## config.mk

```make
export PLATFORM = sky130hd
export DESIGN_NAME = jtag_config_tap
export DESIGN_NICKNAME = d
export VERILOG_FILES = /design/src/rtl/jtag_config_tap.v
export VERILOG_INCLUDE_DIRS = /design/src /design/src/shared
export SDC_FILE = /design/constraint.sdc
export NUM_CORES = 1
export LEC_CHECK = 0
export BUFFER_PORTS_ARGS = -buffer_cell sky130_fd_sc_hd__buf_4
export CAP_MARGIN = 20
export CORE_MARGIN = 2
export CORE_UTILIZATION = 40
export DETAILED_ROUTE_END_ITERATION = 10
export PLACE_DENSITY = 0.62
export SYNTH_ARGS = -nofsm -noshare
export SYNTH_HDL_FRONTEND = slang
export SYNTH_SLANG_ARGS = --single-unit
```

## constraint.sdc

```tcl
create_clock -name ref_clk -period 6.1 [get_ports ref_clk]
set_clock_uncertainty 0.15 [all_clocks]
set_input_delay 0.61 -clock ref_clk [delete_from_list [all_inputs] [get_ports ref_clk]]
set_output_delay 0.61 -clock ref_clk [all_outputs]
set_load 0.02 [all_outputs]
```

## src/shared/jtag_config_tap_map.vh

```
// constants for the configuration test access port: widths,
// instruction codes and reset values.
// assumes inclusion by bare name from the rtl file.
`ifndef JTAG_CONFIG_TAP_MAP_VH
`define JTAG_CONFIG_TAP_MAP_VH

// register lengths
`define IR_LEN 5
`define ID_LEN 32
`define CFG_LEN 109
`define STATE_W 4

// instruction codes
`define EXTEST_INSTR 5'h00
`define SELECT_CONFIG_REG_INSTR 5'h01
`define ERASE_ALL_CONFIG_INSTR 5'h02
`define VERIFY_CONFIG_INSTR 5'h03
`define PROGRAM_CONFIG_INSTR 5'h04
`define IDCODE_INSTR 5'h0d
`define START_CALIBRATION_INSTR 5'h10
`define SAMPLE_PRELOAD_INSTR 5'h1e
`define BYPASS_INSTR 5'h1f

// identification word; value is arbitrary, bit 0 must stay one
`define ID_WORD 32'h0a5c3001

// reset values
`define BYPASS_CAPTURE 1'b0
`define TDO_IDLE 1'b0

`endif

```

## src/rtl/jtag_config_tap.v

```verilog
// configuration test access port: tap controller, instruction,
// bypass, identification and configuration shift registers.
// assumes tck/tms/tdi/trst_n come from an external host at a rate
// well below ref_clk; nv_cfg comes from logic on ref_clk.
//
// What this block does
// - sixteen-state controller stepped by tck, tms-steered
// - sample on tck rise, drive tdo on fall
// - tms high reaches test-logic-reset within five clocks
// - trst_n low forces test-logic-reset without tck
// - power-on starts in test-logic-reset
// - test-logic-reset leads to idle; idle does nothing
// - capture-dr loads bypass or identification; configuration register keeps contents
// - capture-ir loads idcode; idcode selected after reset
// - capture to shift or exit1, then update/pause
// - pause resumes via exit2; contents held while paused
// - program, erase, verify, calibrate start on next idle entry
// - other instructions take effect in update
// - five-bit instruction selects path and operation
// - all-ones bypass selects bypass, device undisturbed
// - bypass is a single shift stage
// - boundary instructions behave exactly as bypass
// - select, shift, program moves data into cells
// - verify shifts configuration out on tdo
// - select 00001, verify 00011, program 00100
// - idcode 01101, calibrate 10000, sample 11110, erase 00010
// - configuration register has 109 stages
// - identification register has 32 stages
`timescale 1ns/1ps
`include "jtag_config_tap_map.vh"

module jtag_config_tap
(
    // clock and reset
    input wire ref_clk,
    input wire rst_n,
    // test port pins
    input wire tck,
    input wire tms,
    input wire tdi,
    input wire trst_n,
    output wire tdo,
    output wire tdo_oe,
    // configuration side
    input wire [`CFG_LEN-1:0] nv_cfg,
    output wire [`CFG_LEN-1:0] cfg_data,
    output wire program_start,
    output wire erase_start,
    output wire verify_start,
    output wire calibrate_start,
    // status
    output wire [`IR_LEN-1:0] active_instr,
    output wire [`STATE_W-1:0] tap_state
);

////////////////////////////////////////////////////////////////////////
// controller states

localparam [3:0] ST_RESET = 4'h0;
localparam [3:0] ST_IDLE = 4'h1;
localparam [3:0] ST_SEL_DR = 4'h2;
localparam [3:0] ST_CAP_DR = 4'h3;
localparam [3:0] ST_SH_DR = 4'h4;
localparam [3:0] ST_EX1_DR = 4'h5;
localparam [3:0] ST_PA_DR = 4'h6;
localparam [3:0] ST_EX2_DR = 4'h7;
localparam [3:0] ST_UP_DR = 4'h8;
localparam [3:0] ST_SEL_IR = 4'h9;
localparam [3:0] ST_CAP_IR = 4'ha;
localparam [3:0] ST_SH_IR = 4'hb;
localparam [3:0] ST_EX1_IR = 4'hc;
localparam [3:0] ST_PA_IR = 4'hd;
localparam [3:0] ST_EX2_IR = 4'he;
localparam [3:0] ST_UP_IR = 4'hf;

// data path selected by an instruction
localparam [1:0] PATH_BYP = 2'h0;
localparam [1:0] PATH_ID = 2'h1;
localparam [1:0] PATH_CFG = 2'h2;

function [3:0] next_state;
    input [3:0] st;
    input m;
    begin
        case (st)
            ST_RESET: next_state = m ? ST_RESET : ST_IDLE;
            ST_IDLE: next_state = m ? ST_SEL_DR : ST_IDLE;
            ST_SEL_DR: next_state = m ? ST_SEL_IR : ST_CAP_DR;
            ST_CAP_DR: next_state = m ? ST_EX1_DR : ST_SH_DR;
            ST_SH_DR: next_state = m ? ST_EX1_DR : ST_SH_DR;
            ST_EX1_DR: next_state = m ? ST_UP_DR : ST_PA_DR;
            ST_PA_DR: next_state = m ? ST_EX2_DR : ST_PA_DR;
            ST_EX2_DR: next_state = m ? ST_UP_DR : ST_SH_DR;
            ST_UP_DR: next_state = m ? ST_SEL_DR : ST_IDLE;
            ST_SEL_IR: next_state = m ? ST_RESET : ST_CAP_IR;
            ST_CAP_IR: next_state = m ? ST_EX1_IR : ST_SH_IR;
            ST_SH_IR: next_state = m ? ST_EX1_IR : ST_SH_IR;
            ST_EX1_IR: next_state = m ? ST_UP_IR : ST_PA_IR;
            ST_PA_IR: next_state = m ? ST_EX2_IR : ST_PA_IR;
            ST_EX2_IR: next_state = m ? ST_UP_IR : ST_SH_IR;
            ST_UP_IR: next_state = m ? ST_SEL_DR : ST_IDLE;
            default: next_state = ST_RESET;
        endcase
    end
endfunction

// unknown and boundary codes fall through to bypass
function [1:0] path_of;
    input [`IR_LEN-1:0] ins;
    begin
        case (ins)
            `IDCODE_INSTR: path_of = PATH_ID;
            `SELECT_CONFIG_REG_INSTR: path_of = PATH_CFG;
            `VERIFY_CONFIG_INSTR: path_of = PATH_CFG;
            `PROGRAM_CONFIG_INSTR: path_of = PATH_CFG;
            default: path_of = PATH_BYP;
        endcase
    end
endfunction

function is_deferred;
    input [`IR_LEN-1:0] ins;
    begin
        case (ins)
            `PROGRAM_CONFIG_INSTR: is_deferred = 1'b1;
            `ERASE_ALL_CONFIG_INSTR: is_deferred = 1'b1;
            `VERIFY_CONFIG_INSTR: is_deferred = 1'b1;
            `START_CALIBRATION_INSTR: is_deferred = 1'b1;
            default: is_deferred = 1'b0;
        endcase
    end
endfunction

////////////////////////////////////////////////////////////////////////
// reset release and pin synchronisers

reg [1:0] rst_sync_r;
reg tck_s1_r, tck_s2_r, tck_prev_r;
reg tms_s1_r, tms_s2_r;
reg tdi_s1_r, tdi_s2_r;
reg trst_s1_r, trst_s2_r;
wire rst_sync_n = rst_sync_r[1];

always @(posedge ref_clk or negedge rst_n)
begin
    if (!rst_n)
        rst_sync_r <= 2'h0;
    else
        rst_sync_r <= {rst_sync_r[0], 1'b1};
end

always @(posedge ref_clk or negedge rst_sync_n)
begin
    if (!rst_sync_n)
    begin
        tck_s1_r <= 1'b0;
        tck_s2_r <= 1'b0;
        tck_prev_r <= 1'b0;
        tms_s1_r <= 1'b1;
        tms_s2_r <= 1'b1;
        tdi_s1_r <= 1'b0;
        tdi_s2_r <= 1'b0;
        // starts asserted so the port begins in reset state
        trst_s1_r <= 1'b0;
        trst_s2_r <= 1'b0;
    end
    else
    begin
        tck_s1_r <= tck;
        tck_s2_r <= tck_s1_r;
        tck_prev_r <= tck_s2_r;
        tms_s1_r <= tms;
        tms_s2_r <= tms_s1_r;
        tdi_s1_r <= tdi;
        tdi_s2_r <= tdi_s1_r;
        trst_s1_r <= trst_n;
        trst_s2_r <= trst_s1_r;
    end
end

wire tck_rise = tck_s2_r & ~tck_prev_r;
wire tck_fall = ~tck_s2_r & tck_prev_r;

////////////////////////////////////////////////////////////////////////
// controller and shift paths

reg [3:0] state_r;
reg [`IR_LEN-1:0] ir_sh_r, ir_r;
reg byp_r;
reg [`ID_LEN-1:0] id_sh_r;
reg [`CFG_LEN-1:0] cfg_r;
reg pend_r;
reg tdo_r, tdo_oe_r;
reg prog_r, erase_r, verify_r, cal_r;
wire [1:0] path = path_of(ir_r);
wire [3:0] state_nxt = next_state(state_r, tms_s2_r);
// leaving test-logic-reset starts nothing: that state cancels pending work
wire enter_idle = tck_rise & (state_nxt == ST_IDLE) &
    (state_r != ST_IDLE) & (state_r != ST_RESET);

always @(posedge ref_clk or negedge rst_sync_n)
begin
    if (!rst_sync_n)
    begin
        state_r <= ST_RESET;
        ir_sh_r <= `IDCODE_INSTR;
        ir_r <= `IDCODE_INSTR;
        byp_r <= `BYPASS_CAPTURE;
        id_sh_r <= `ID_WORD;
        cfg_r <= {`CFG_LEN{1'b0}};
        pend_r <= 1'b0;
        prog_r <= 1'b0;
        erase_r <= 1'b0;
        verify_r <= 1'b0;
        cal_r <= 1'b0;
    end
    else if (!trst_s2_r)
    begin
        // no tck edge needed; pending work is dropped
        state_r <= ST_RESET;
        ir_r <= `IDCODE_INSTR;
        pend_r <= 1'b0;
        prog_r <= 1'b0;
        erase_r <= 1'b0;
        verify_r <= 1'b0;
        cal_r <= 1'b0;
    end
    else
    begin
        prog_r <= 1'b0;
        erase_r <= 1'b0;
        verify_r <= 1'b0;
        cal_r <= 1'b0;
        if (tck_rise)
        begin
            state_r <= state_nxt;
            case (state_r)
                ST_CAP_IR: ir_sh_r <= `IDCODE_INSTR;
                ST_SH_IR: ir_sh_r <= {tdi_s2_r, ir_sh_r[`IR_LEN-1:1]};
                ST_CAP_DR:
                begin
                    // configuration path keeps its contents so that
                    // verify data survives until shifted out
                    if (path == PATH_ID)
                        id_sh_r <= `ID_WORD;
                    else if (path == PATH_BYP)
                        byp_r <= `BYPASS_CAPTURE;
                end
                ST_SH_DR:
                begin
                    if (path == PATH_ID)
                        id_sh_r <= {tdi_s2_r, id_sh_r[`ID_LEN-1:1]};
                    else if (path == PATH_CFG)
                        cfg_r <= {tdi_s2_r, cfg_r[`CFG_LEN-1:1]};
                    else
                        byp_r <= tdi_s2_r;
                end
                ST_RESET:
                begin
                    ir_r <= `IDCODE_INSTR;
                    pend_r <= 1'b0;
                end
                default:
                begin
                end
            endcase
            // deferred work fires once, on the idle entry after loading
            if (enter_idle && pend_r)
            begin
                pend_r <= 1'b0;
                case (ir_r)
                    `PROGRAM_CONFIG_INSTR: prog_r <= 1'b1;
                    `ERASE_ALL_CONFIG_INSTR: erase_r <= 1'b1;
                    `VERIFY_CONFIG_INSTR: verify_r <= 1'b1;
                    `START_CALIBRATION_INSTR: cal_r <= 1'b1;
                    default: pend_r <= 1'b0;
                endcase
            end
        end
        else if (tck_fall && state_r == ST_UP_IR)
        begin
            ir_r <= ir_sh_r;
            pend_r <= is_deferred(ir_sh_r);
        end
        // verify loads cells into the register for a later shift out
        if (verify_r)
            cfg_r <= nv_cfg;
    end
end

////////////////////////////////////////////////////////////////////////
// serial output, changed on the falling tck edge or cleared while trst_n is low

always @(posedge ref_clk or negedge rst_sync_n)
begin
    if (!rst_sync_n)
    begin
        tdo_r <= `TDO_IDLE;
        tdo_oe_r <= 1'b0;
    end
    else if (!trst_s2_r)
    begin
        tdo_r <= `TDO_IDLE;
        tdo_oe_r <= 1'b0;
    end
    else if (tck_fall)
    begin
        tdo_oe_r <= (state_r == ST_SH_IR) | (state_r == ST_SH_DR);
        if (state_r == ST_SH_IR)
            tdo_r <= ir_sh_r[0];
        else if (path == PATH_ID)
            tdo_r <= id_sh_r[0];
        else if (path == PATH_CFG)
            tdo_r <= cfg_r[0];
        else
            tdo_r <= byp_r;
    end
end

assign tdo = tdo_r;
assign tdo_oe = tdo_oe_r;
assign cfg_data = cfg_r;
assign program_start = prog_r;
assign erase_start = erase_r;
assign verify_start = verify_r;
assign calibrate_start = cal_r;
assign active_instr = ir_r;
assign tap_state = state_r;

endmodule // jtag_config_tap

```

==> insert_results.sql <==
INSERT INTO impl_metrics (metric_group, metric, value, unit) VALUES
('cells_and_area', 'nets', '1225', ''),
('cells_and_area', 'post_route_cells_drive_above_1_share', '27.36', '%'),
('sta', 'slew_headroom', '28.38', '%'),
('synthesis', 'synth_area_per_cell', '9.342', 'um2'),
('pwr', 'overall_power_after_layout', '2.588', 'mW'),
('floorplanning', 'fp.dieH', '151.8', 'um'),
('routing', 'routed_wire_length_per_instance', '18.91', 'um'),
('synthesis', 'yosys_most_used_dff', 'sky130_fd_sc_hd__dfrtp_1', ''),
('worst_setup_path', 'crit_chain', 'nor4b_4 > o2111ai_4 > buf_4 > a222oi_1 > nand2_1', ''),
('place', 'pre_cts_slack', '2.603', 'ns'),
('synthesis', 'netlist-cell-type-count', '50', ''),
('job', 'max_cap_violation_count', '0', ''),
('clocking', 'clockRootBuffer', 'sky130_fd_sc_hd__clkbuf_16', ''),
('clocking', 'tritoncts.num_buffers', '17', ''),
('routing', 'dr.pass1.iters', '11', ''),
('floorplanning', 'design.portCount', '239', ''),
('global_routing', 'first_pass_grt_wire_length', '41460', 'um'),
('floorplanning', 'design.die.area', '0.02303', 'mm2'),
('worst_setup_path', 'worstSetupEndpointType', 'flip-flop', ''),
('sta', 'fin_worst_hold_slack', '0.1345', 'ns'),
('global_routing', 'grt_start_max_net_pins', '105', ''),
('worst_setup_path', 'worst_path_largest_cell_delay', '0.79', 'ns'),
('cells_and_area', 'most-common-layout-cells', 'sky130_fd_sc_hd__buf_4, sky130_fd_sc_hd__nand2_1, sky130_fd_sc_hd__dfrtp_1', ''),
('floorplanning', 'effective_utilization_at_floorplan', '40.40', '%'),
('sta', 'finalMaxSlewViolations', '0', ''),
('synthesis', 'synth-edff-count', '0', ''),
('worst_setup_path', 'worst_setup_path_endpoint', 'cfg_data[4]$_DFFE_PN0P_', ''),
('clocking', 'post_cts_resize_count', '0', ''),
('routing', 'final_antenna_net_count', '0', ''),
('sta', 'finalSetupViolations', '0', ''),
('routing', 'totalWireLength', '26510', 'um'),
('synthesis', 'syn-cell-area', '0.008735', 'mm2'),
('cells_and_area', 'mostFrequentLayoutCell', 'sky130_fd_sc_hd__buf_4', ''),
('routing', 'drt_iter0_markers', '833', ''),
('worst_setup_path', 'r2r_cells', '5', ''),
('sta', 'tns', '0', 'ns'),
('run_status', 'run_status', 'completed', ''),
('routing', 'viasPerCell', '5.806', ''),
('clocking', 'max-clock-path-buffers', '2', ''),
('synthesis', 'synth_seq_cells', '174', ''),
('cells_and_area', 'area.growth.synth_to_final', '29.32', '%'),
('worst_setup_path', 'r2r-end', 'cfg_data[4]$_DFFE_PN0P_', ''),
('floorplanning', 'num_rows', '54', ''),
('place', 'hpwlAfterDp', '16290', 'um'),
('synthesis', 'async_flop_share', '100.0', '%'),
('worst_setup_path', 'rr_startpoint', 'tap_state[0]$_DFFE_PN0P_', ''),
('sta', 'timing_worst_slew_pin_value', '1.074', 'ns'),
('synthesis', 'number_of_nets_in_the_synthesized_netlist', '1050', ''),
('sta', 'fmax', '281.5', 'MHz'),
('sta', 'fin_crit_sh', '58.23', '%'),
('place', 'routabilityCongestion', '0.7706', ''),
('worst_hold_path', 'holdCritPathClass', 'primary input to flip-flop', ''),
('synthesis', 'synth-seq-area-share', '50.09', '%'),
('pwr', 'vdd_drop_max', '0.0001858', 'V'),
('cells_and_area', 'antennaDiodeCount', '0', ''),
('floorplanning', 'die_width', '151.8', 'um'),
('clocking', 'tritoncts_num_sinks', '174', ''),
('clocking', 'cts_tree', 'done', ''),
('sta', 'hold_viol_final', '0', ''),
('pwr', 'lkg_pwr', '5.800', 'nW'),
('clocking', 'path_clk_slew', '0.07', 'ns'),
('global_routing', 'vias_in_the_first_global_route', '7909', ''),
('worst_setup_path', 'worst_setup_path_startpoint', 'tap_state[0]$_DFFE_PN0P_', ''),
('worst_setup_path', 'arrival_time_reported_for_the_critical_path_endpoint', '3.70', 'ns'),
('worst_setup_path', 'worst-path-max-fanout', '84', ''),
('clocking', 'ctsHtreeMaxLevel', '4', ''),
('sta', 'period_minus_slack', '3.552', 'ns'),
('sta', 'finalWorstSetupSlack', '2.548', 'ns'),
('synthesis', 'synth_cells', '935', ''),
('clocking', 'clk-insertion-delay-late', '0.43', 'ns'),
('clocking', 'cts_setup_buffers', '0', '');
-- sequential cells by signal, summed over array words and instances (netlist names), 2 cells and up --
| register | flops |
|---|---|
| rst_sync_r | 2 |
| id_sh_r | 32 |
| active_instr | 5 |
| cfg_data | 109 |
| tap_state | 4 |
| ir_sh_r | 5 |
-- how the worst min path moves through the flow --
| stage | from | to | slack [ns] | cells past startpoint |
|---|---|---|---|---|
| floorplan | rst_n | rst_sync_r[0]$_DFF_PN0_ | 0.16 | 0 |
| global placement | trst_s1_r$_DFF_PN0_ | trst_s2_r$_DFF_PN0_ | 0.18 | 0 |
| detailed placement | tdi_s1_r$_DFF_PN0_ | tdi_s2_r$_DFF_PN0_ | 0.18 | 0 |
| CTS | trst_n | trst_s1_r$_DFF_PN0_ | 0.12 | 1 |
| global route | trst_n | trst_s1_r$_DFF_PN0_ | 0.11 | 1 |
| finish | tms | tms_s1_r$_DFF_PN1_ | 0.13 | 1 |
-- through the flow --
stage,area [um2],cells
6_report,11300,1402
5_1_grt,11300,1402
4_1_cts,11300,1402
3_5_place_dp,10640,1370
3_3_place_gp,10640,1370
2_1_floorplan,8735,935
-- layer usage --
metal / wire length [um] / GRT usage [%] / vias to the layer above
met3: 2224 / 6.886 / 36
met2: 12320 / 35.72 / 316
met4: 532 / 6.296 / 0
met5: 0 / 0 / -
li1: - / - / 3800
met1: 11430 / 30.31 / 3988
-- Yosys cell counts (5+ instances only) --
cell | number | share of area (%)
sky130_fd_sc_hd__a21oi_1 | 8 | 0.46
sky130_fd_sc_hd__a222oi_1 | 108 | 12
sky130_fd_sc_hd__buf_2 | 12 | 0.69
sky130_fd_sc_hd__clkbuf_1 | 75 | 3.2
sky130_fd_sc_hd__dfrtp_1 | 157 | 45
sky130_fd_sc_hd__dfstp_2 | 17 | 5.1
sky130_fd_sc_hd__inv_1 | 6 | 0.26
sky130_fd_sc_hd__mux2i_1 | 5 | 0.57
sky130_fd_sc_hd__nand2_1 | 174 | 7.5
sky130_fd_sc_hd__nand2b_1 | 8 | 0.57
sky130_fd_sc_hd__nand3_1 | 116 | 6.6
sky130_fd_sc_hd__nand3b_1 | 6 | 0.52
sky130_fd_sc_hd__nor2_1 | 19 | 0.82
sky130_fd_sc_hd__nor2b_1 | 117 | 8.4
sky130_fd_sc_hd__nor3_1 | 10 | 0.57
sky130_fd_sc_hd__o21ai_0 | 7 | 0.40
sky130_fd_sc_hd__o21ai_1 | 41 | 2.3
-- cells by family (layout without fill, tap and decap cells) --
family / count (synthesis) / in the layout / share of synthesized area, %
XOR/XNOR: 1 / 1 / 0.1003
AND/OR/NAND/NOR: 469 / 469 / 26.84
multiplexers: 7 / 7 / 0.8308
buffers and inverters: 100 / 287 / 4.684
flip-flops: 174 / 174 / 50.09
AO/OA/AOI/OAI: 183 / 183 / 17.40
other: 1 / 1 / 0.04293
-- layout make-up --
class | count | area [um2]
clock inverters | 13 | 211.5
multi-input cells | 661 | 3996
repair buffers | 249 | 1884
inverters | 7 | 27.53
flip-flops and latches | 174 | 4387
fillers | 2012 | 10320
clock buffers | 18 | 439.2
well taps | 280 | 350.3
-- timing repair --
item	CTS	global route
hold buffers	1	0
endpoints found under the setup margin	0	0
endpoints found under the hold margin	2	0
-- where the power goes --
group | internal [mW] | switching (mW)
logic | 0.0757 | 0.0859
clock network | 0.740 | 0.480
registers | 1.17 | 0.0339
-- worst max-delay path: cells and delay by family (launching register included) --
family	cells	cell delay [ns]
and+or+nand+nor	2	0.89
AOI/OAI and AO/OA	2	1.05
buffers and inverters	1	0.59
DFF	1	0.68
Note: power is estimated with default switching activity, not from simulation.
